## src/rtl/loop_ctrl_regs.vh

```
`ifndef LOOP_CTRL_REGS_VH
`define LOOP_CTRL_REGS_VH

// ----------------------------------------
// Register addresses
// ----------------------------------------
`define ADDR_LOOPBACK_CONTROL   5'h13
`define ADDR_RX_ERROR_COUNTER   5'h14

// ----------------------------------------
// Loopback control fields
// ----------------------------------------
`define LOOPBACK_CONTROL_RESET  16'h1041
`define LOOPBACK_CONTROL_WMASK  16'hF7C1
`define BIT_ALL_DIGITAL         12
`define BIT_LINE_DRIVER         10
`define BIT_REMOTE              9
`define BIT_RX_ISOLATE          8
`define BIT_EXT_CABLE           7
`define BIT_TX_SUPPRESS         6
`define BIT_LINK_GOOD_FORCE     0

// ----------------------------------------
// Receive error counter
// ----------------------------------------
`define RX_ERROR_COUNTER_RESET  16'h0000
`define RX_ERROR_COUNTER_MAX    16'hFFFF
`define RX_ERROR_COUNTER_ONE    16'h0001

// ----------------------------------------
// Read data
// ----------------------------------------
`define READ_DATA_IDLE          16'h0000

`endif

```

## src/rtl/reset_sync.v

```verilog
`timescale 1ns/1ps
module reset_sync (
  input  wire clk,
  input  wire resetn,
  output wire syncResetn
);
  reg [1:0] stage_r;

  always @(posedge clk or negedge resetn) begin
    if (!resetn) begin
      stage_r <= 2'h0;
    end else begin
      stage_r <= {stage_r[0], 1'h1};
    end
  end

  assign syncResetn = stage_r[1];
endmodule

```

## src/rtl/error_counter.v

```verilog
`timescale 1ns/1ps
`include "loop_ctrl_regs.vh"
module error_counter (
  input  wire        clk,
  input  wire        rstn,
  input  wire        errorPulse,
  input  wire        clearRead,
  output wire [15:0] count
);
  reg [15:0] count_r;
  reg [15:0] count_nxt;

  // ----------------------------------------
  // Saturating count, clear on read
  // ----------------------------------------
  always @* begin
    count_nxt = count_r;
    if (clearRead) begin
      count_nxt = `RX_ERROR_COUNTER_RESET;
      if (errorPulse) begin
        count_nxt = `RX_ERROR_COUNTER_ONE;
      end
    end else if (errorPulse && (count_r != `RX_ERROR_COUNTER_MAX)) begin
      count_nxt = count_r + `RX_ERROR_COUNTER_ONE;
    end
  end

  always @(posedge clk or negedge rstn) begin
    if (!rstn) begin
      count_r <= `RX_ERROR_COUNTER_RESET;
    end else begin
      count_r <= count_nxt;
    end
  end

  assign count = count_r;
endmodule

```

## src/rtl/phy_loopback_control.v

```verilog
// Operation
// - All-digital select loops MAC transmit to receive
// - All-digital needs standard loopback bit also set
// - Line-driver select plus loopback enters line-driver mode
// - Remote enable with link up returns remote data
// - Receive isolate blanks MAC data during loopback
// - External cable enable without standard loopback stops transmit cancellation
// - Transmit suppress blanks media during all-digital loopback
// - Link-good bit forces link status during standard loopback
// - Control resets 0x1041, reserved bits per map
// - Sixteen-bit receive error counter at 0x14
// - Reading counter returns value then clears it
`timescale 1ns/1ps
`include "loop_ctrl_regs.vh"
module phy_loopback_control (
  input  wire        clk,
  input  wire        resetn,
  // Register access from the management interface
  input  wire [4:0]  regAddr,
  input  wire        regWrite,
  input  wire        regRead,
  input  wire [15:0] regWriteData,
  output reg  [15:0] regReadData,
  // Datapath status inputs
  input  wire        standardLoopback,
  input  wire        linkUp,
  input  wire        linkStatusRaw,
  input  wire        frameCheckError,
  // Loopback steering outputs
  output wire        allDigitalLoopActive,
  output wire        lineDriverLoopActive,
  output wire        remoteLoopActive,
  output wire        externalCableLoopActive,
  output wire        cancellationDisable,
  output wire        receiveToMacBlank,
  output wire        transmitMediaBlank,
  output wire        linkStatusGood
);
  localparam        CONTROL_WIDTH       = 16;
  localparam [15:0] CONTROL_WRITE_MASK  = `LOOPBACK_CONTROL_WMASK;
  localparam [15:0] CONTROL_RESET_VALUE = `LOOPBACK_CONTROL_RESET;
  localparam [2:0]  SEL_ALL_DIGITAL     = 3'h5;
  localparam [2:0]  SEL_LINE_DRIVER     = 3'h6;
  localparam [2:0]  SEL_BOTH            = 3'h7;

  wire        rstn;
  wire [15:0] loopbackControl;
  wire [15:0] rxErrorCount;
  wire        anyLoopActive;
  wire        counterRead;
  wire        controlWrite;
  wire        controlRead;

  wire        allDigitalSelect;
  wire        lineDriverSelect;
  wire        remoteEnable;
  wire        receiveIsolate;
  wire        externalCableEnable;
  wire        transmitSuppress;
  wire        linkGoodForce;

  reg         allDigitalMode;
  reg         lineDriverMode;
  reg         remoteMode;
  reg         externalCableMode;
  reg         receiveBlank;
  reg         transmitBlank;
  reg         linkGood;
  reg  [15:0] readData_nxt;

  // ----------------------------------------
  // Reset release
  // ----------------------------------------
  reset_sync resetSync (
    .clk        (clk),
    .resetn     (resetn),
    .syncResetn (rstn)
  );

  // ----------------------------------------
  // Register access decode
  // ----------------------------------------
  // Strobes are decoded once so the register and read paths agree on the map
  assign controlWrite = regWrite && (regAddr == `ADDR_LOOPBACK_CONTROL);
  assign controlRead  = regRead && (regAddr == `ADDR_LOOPBACK_CONTROL);
  assign counterRead  = regRead && (regAddr == `ADDR_RX_ERROR_COUNTER);

  // ----------------------------------------
  // Loopback control register
  // ----------------------------------------
  // Writable bits get a flop each; read-only reserved bits get none and read zero
  genvar bitIndex;
  generate
    for (bitIndex = 0; bitIndex < CONTROL_WIDTH; bitIndex = bitIndex + 1) begin : gControlBit
      if (CONTROL_WRITE_MASK[bitIndex]) begin : gWritable
        reg controlBit_r;
        reg controlBit_nxt;

        always @* begin
          controlBit_nxt = controlBit_r;
          if (controlWrite) begin
            controlBit_nxt = regWriteData[bitIndex];
          end
        end

        always @(posedge clk or negedge rstn) begin
          if (!rstn) begin
            controlBit_r <= CONTROL_RESET_VALUE[bitIndex];
          end else begin
            controlBit_r <= controlBit_nxt;
          end
        end

        assign loopbackControl[bitIndex] = controlBit_r;
      end else begin : gReserved
        assign loopbackControl[bitIndex] = 1'h0;
      end
    end
  endgenerate

  // ----------------------------------------
  // Loopback mode decode
  // ----------------------------------------
  assign allDigitalSelect    = loopbackControl[`BIT_ALL_DIGITAL];
  assign lineDriverSelect    = loopbackControl[`BIT_LINE_DRIVER];
  assign remoteEnable        = loopbackControl[`BIT_REMOTE];
  assign receiveIsolate      = loopbackControl[`BIT_RX_ISOLATE];
  assign externalCableEnable = loopbackControl[`BIT_EXT_CABLE];
  assign transmitSuppress    = loopbackControl[`BIT_TX_SUPPRESS];
  assign linkGoodForce       = loopbackControl[`BIT_LINK_GOOD_FORCE];

  // Line-driver takes precedence over all-digital when both are selected
  always @* begin
    allDigitalMode = 1'h0;
    lineDriverMode = 1'h0;
    case ({standardLoopback, lineDriverSelect, allDigitalSelect})
      SEL_ALL_DIGITAL: begin
        allDigitalMode = 1'h1;
      end
      SEL_LINE_DRIVER,
      SEL_BOTH: begin
        lineDriverMode = 1'h1;
      end
      default: begin
        allDigitalMode = 1'h0;
        lineDriverMode = 1'h0;
      end
    endcase
  end

  // The host is trusted to keep standard loopback clear here; gating it too
  // makes a misconfiguration fail safe rather than mix two modes
  always @* begin
    externalCableMode = 1'h0;
    if (externalCableEnable && !standardLoopback) begin
      externalCableMode = 1'h1;
    end
  end

  always @* begin
    remoteMode = 1'h0;
    if (linkUp && remoteEnable) begin
      remoteMode = 1'h1;
    end
  end

  // ----------------------------------------
  // Loopback qualifiers
  // ----------------------------------------
  assign anyLoopActive = allDigitalMode | lineDriverMode | remoteMode | externalCableMode;

  always @* begin
    receiveBlank  = 1'h0;
    transmitBlank = 1'h0;
    linkGood      = linkStatusRaw;
    if (anyLoopActive && receiveIsolate) begin
      receiveBlank = 1'h1;
    end
    if (allDigitalMode && transmitSuppress) begin
      transmitBlank = 1'h1;
    end
    if (standardLoopback && linkGoodForce) begin
      linkGood = 1'h1;
    end
  end

  // ----------------------------------------
  // Steering outputs
  // ----------------------------------------
  assign allDigitalLoopActive    = allDigitalMode;
  assign lineDriverLoopActive    = lineDriverMode;
  assign remoteLoopActive        = remoteMode;
  assign externalCableLoopActive = externalCableMode;
  assign cancellationDisable     = externalCableMode;
  assign receiveToMacBlank       = receiveBlank;
  assign transmitMediaBlank      = transmitBlank;
  assign linkStatusGood          = linkGood;

  // ----------------------------------------
  // Receive error counter
  // ----------------------------------------
  // Errors are only meaningful once the diagnostics clock is running

  error_counter errorCounter (
    .clk        (clk),
    .rstn       (rstn),
    .errorPulse (frameCheckError),
    .clearRead  (counterRead),
    .count      (rxErrorCount)
  );

  // ----------------------------------------
  // Read data
  // ----------------------------------------
  // Read data holds between reads so a slow host may sample it late
  always @* begin
    readData_nxt = regReadData;
    if (controlRead) begin
      readData_nxt = loopbackControl;
    end else if (counterRead) begin
      readData_nxt = rxErrorCount;
    end else if (regRead) begin
      readData_nxt = `READ_DATA_IDLE;
    end
  end

  always @(posedge clk or negedge rstn) begin
    if (!rstn) begin
      regReadData <= `READ_DATA_IDLE;
    end else begin
      regReadData <= readData_nxt;
    end
  end
endmodule

```

## config.mk

```make
export PLATFORM = sky130hd
export DESIGN_NAME = phy_loopback_control
export DESIGN_NICKNAME = d
export VERILOG_FILES = /design/src/rtl/reset_sync.v /design/src/rtl/error_counter.v /design/src/rtl/phy_loopback_control.v
export VERILOG_INCLUDE_DIRS = /design/src /design/src/rtl
export SDC_FILE = /design/constraint.sdc
export NUM_CORES = 1
export LEC_CHECK = 0
export BUFFER_PORTS_ARGS = -buffer_cell sky130_fd_sc_hd__buf_4
export CORE_MARGIN = 2
export CORE_UTILIZATION = 52
export CTS_CLUSTER_SIZE = 16
export DETAILED_ROUTE_END_ITERATION = 6
export MAX_ROUTING_LAYER = met4
export PLACE_DENSITY = 0.82
export SLEW_MARGIN = 20
export SYNTH_ARGS = -nofsm -noshare
export SYNTH_HDL_FRONTEND = slang
export SYNTH_SLANG_ARGS = --single-unit
```

## constraint.sdc

```tcl
create_clock -name clk -period 1.65 [get_ports clk]
set_input_delay 0 -clock clk [delete_from_list [all_inputs] [get_ports clk]]
set_output_delay 0 -clock clk [all_outputs]
set_load 0.02 [all_outputs]
```

==> run_results.csv <==
group,metric,value,unit
outcome,outcome,"finished with violations",
outcome,violations,"setup timing",
clock_tree,clk_pin_slew,80,ps
power_and_ir_drop,pwr-share-comb,25.6,%
synth,synth-main-ff-cell,"dfrtp_1",
setup_path,cp.required,1880,ps
die,die-area,4495,um2
synth,synth_most_common_cell,"dfrtp_1",
timing,min_period_over_period,109.6,%
setup_path,crit_path_max_incr_delay,490,ps
finish,final_cell_area,3043,um2
finish,final_util,81.28,%
timing,clock_skew,8.260,ps
synth,ys_seq_area_share,53.45,%
setup_path,path_class,"reg -> reg",
synth,mappedNetlistArea,2067,um2
clock_tree,cts_max_level,2,
synth,synth_commonest_cells,"dfrtp_1, nor2_1, a21oi_1, a221oi_1, mux2_2",
setup_path,path_cells,"ha_2, nand4_1, buf_6, o41ai_4, buf_2, or4bb_1, a21oi_2",
power_and_ir_drop,power_switching,0.8710,mW
power_and_ir_drop,clock_power_share,27.9,%
finish,drive_above_1_share,41.75,%
finish,nNetsFinal,314,
synth,synth-edff-count,0,
synth,yosys.area.top_type_share,49.64,%
setup_path,arrival,2040,ps
setup_path,ff2ff_setup_slack,-160,ps
power_and_ir_drop,leakage,1.434,nW
setup_path,r2r_start,"errorCounter.count[0]",
timing,tightest_slew,543.0,ps
die,num_io_pins,53,
route,drt-wirelength-per-cell,19.19,um
power_and_ir_drop,seqPwrFrac,46.4,%
synth,syn_avg_cell_area,10.88,um2
synth,ys_async_sr_fraction,100.0,%
setup_path,cp_max_fo,5,
route,wl,6.389,mm
timing,fin_ws,-158.6,ps
clock_tree,clock_latency,300,ps
power_and_ir_drop,power,2.924,mW
route,ant_nets,0,
die,start_util,55.21,%
die,dieHeight,67.05,um
synth,synth-compound-area-share,16.89,%
setup_path,reg2reg_depth,7,
global_route,grtUsageTotal,30.33,%
placed_design,placed_cell_area,2720,um2
global_route,gr-total-overflow,0,
power_and_ir_drop,peakVddDrop,916.5,uV
synth,synthSimpleGateAreaFrac,19.49,%
timing,finalCriticalPeriod,1809,ps
global_route,antenna_found_initial,0,
clock_tree,cts_buffers,5,
route,dr.pass1.iters,5,
global_route,grt_pass1_vias,1905,
timing,hold_viol,0,
placed_design,dp_hpwl,4.092,mm
clock_tree,cts_tree,"built",
global_route,grt_max_degree,38,
route,via_per_inst,6.168,
clock_tree,cts-root-buf,"clkbuf_8",
placed_design,port_buffers,46,
die,fp.coreArea,3744,um2
placed_design,place_congestion,0.8945,
placed_design,place_ws,-107.3,ps
timing,drv_slew,0,
synth,synthDistinctLibCells,46,
timing,fmax,552.9,MHz
die,fp.dieW,67.05,um
setup_path,end_kind,"flip-flop",
global_route,grt_pass1_wl,9.611,mm
power_and_ir_drop,switching_share,29.79,%
synth,yosys_warnings,0,
power_and_ir_drop,power_density,960.9,nW/um2
worst_hold_path,hold_path.class,"in -> async",
synth,synth_xor_area_share,1.271,%
timing,slew_headroom,63.76,%
synth,netlist_top_cells_area,"dfrtp_1, mux2_2, nor2_1",
synth,synth_top_cell_by_area,"dfrtp_1",
finish,syn_to_final_growth,47.22,%
synth,synth_top_family_by_area,"simple AND/OR/NAND/NOR gates",
timing,finalSetupViolCount,8,
power_and_ir_drop,internal_power,2.053,mW
route,drc,0,
timing,grt_setup_unrepaired,"yes",
synth,synth_fa_ha_area_share,0.6053,%
clock_tree,cts_sinks,44,
setup_path,startpoint_type,"flip-flop",
flow_run,cap_violations,0,
setup_path,crit_path_top_delay_cell,"or4bb_1",
synth,synthMuxAreaShare,5.448,%
clock_tree,cts_buffer_depth,2,
die,num_rows,22,
synth,syn_inst,190,
finish,fill_cells,225,
finish,diodes,0,
route,vias,2054,
timing,hold_ws,5.193,ps
route,drtIter0Drc,279,
synth,syn_nets,220,
synth,synth_seq_cells,44,
setup_path,r2r_end,"errorCounter.count[11]",
[cells in the final DEF, fill, tap and decap left out, types with 7 or more instances in the layout]
| master | n |
|---|---|
| nand4_1 | 7 |
| buf_4 | 80 |
| nand2_1 | 7 |
| nor2_1 | 25 |
| a21oi_1 | 8 |
| dlygate4sd3_1 | 11 |
| mux2_2 | 10 |
| a221oi_1 | 10 |
| dfrtp_1 | 40 |
[power by group through the flow]
stage / registers [mW] / logic, mW / clock network [mW]
after global routing: 1.38 / 0.797 / 0.873
after global placement: 1.35 / 0.616 / 0
final: 1.36 / 0.749 / 0.817
after detailed placement: 1.37 / 0.640 / 0
after floorplan: 1.37 / 0.310 / 0
after CTS: 1.34 / 0.703 / 0.819
[area by class of cell]
cell class / instances / area (um2) / share of cell area [%]
flip-flops and latches: 44 / 1106 / 36.35
multi-input cells: 133 / 968.4 / 31.83
repair buffers: 97 / 789.5 / 25.95
clock buffers: 6 / 72.57 / 2.385
well taps: 48 / 60.06 / 1.974
clock inverters: 2 / 35.03 / 1.151
inverters: 3 / 11.26 / 0.3701
[stage by stage]
| step | TNS (ps) | instances |
|---|---|---|
| floorplan | -57.14 | 190 |
| global placement | -46.03 | 305 |
| detailed placement | -478.9 | 305 |
| CTS | -3.028 | 327 |
| global route | -1062 | 333 |
| finish | -640.0 | 333 |
[critical path: cells and delay by family, from the launching register on]
kind	cells	cell delay, ps
compound gates	2	220
fa+ha+maj	1	200
buf+inv	2	300
flops	1	400
simple gates	2	630
[sequential cells by signal (all words and copies together) (netlist names)]
register                            cells
allDigitalSelect                        1
errorCounter.count                     16
gControlBit.gWritable.controlBit_r      8
regReadData                            16
resetSync.stage_r                       2
externalCableEnable                     1
[logic make-up (layout without fill, tap and decap cells)]
| group | count (synthesis) | in the layout |
|---|---|---|
| simple gates | 71 | 71 |
| compound gates | 47 | 47 |
| flops | 44 | 44 |
| buf+inv | 13 | 108 |
| mux | 10 | 10 |
| xor+xnor | 3 | 3 |
| fa+ha+maj | 1 | 1 |
| other cells | 1 | 1 |
[routing by layer]
| metal | GRT usage [%] | share of wire (%) |
|---|---|---|
| met5 | - | 0 |
| met4 | 11.22 | 3.3 |
| met3 | 4.730 | 6.7 |
| met2 | 50.87 | 52 |
| met1 | 36.95 | 38 |
[repair_timing]
action                                  in CTS  in global routing
resized for setup                            4                 10
endpoints found under the hold margin       12                  0
endpoints found under the setup margin       7                 10
cloned                                       0                  1
pin swaps                                    7                  8
setup buffers                                6                  5
hold buffers                                11                  0
[how the worst max path moves through the flow]
stage	end	start
global route	errorCounter.count[11]	errorCounter.count[0]
floorplan	errorCounter.count[0]	errorCounter.count[0]
global placement	errorCounter.count[9]	errorCounter.count[1]
finish	errorCounter.count[11]	errorCounter.count[0]
detailed placement	errorCounter.count[9]	errorCounter.count[1]
CTS	errorCounter.count[3]	errorCounter.count[6]
Power figures use the tool's default switching activity.
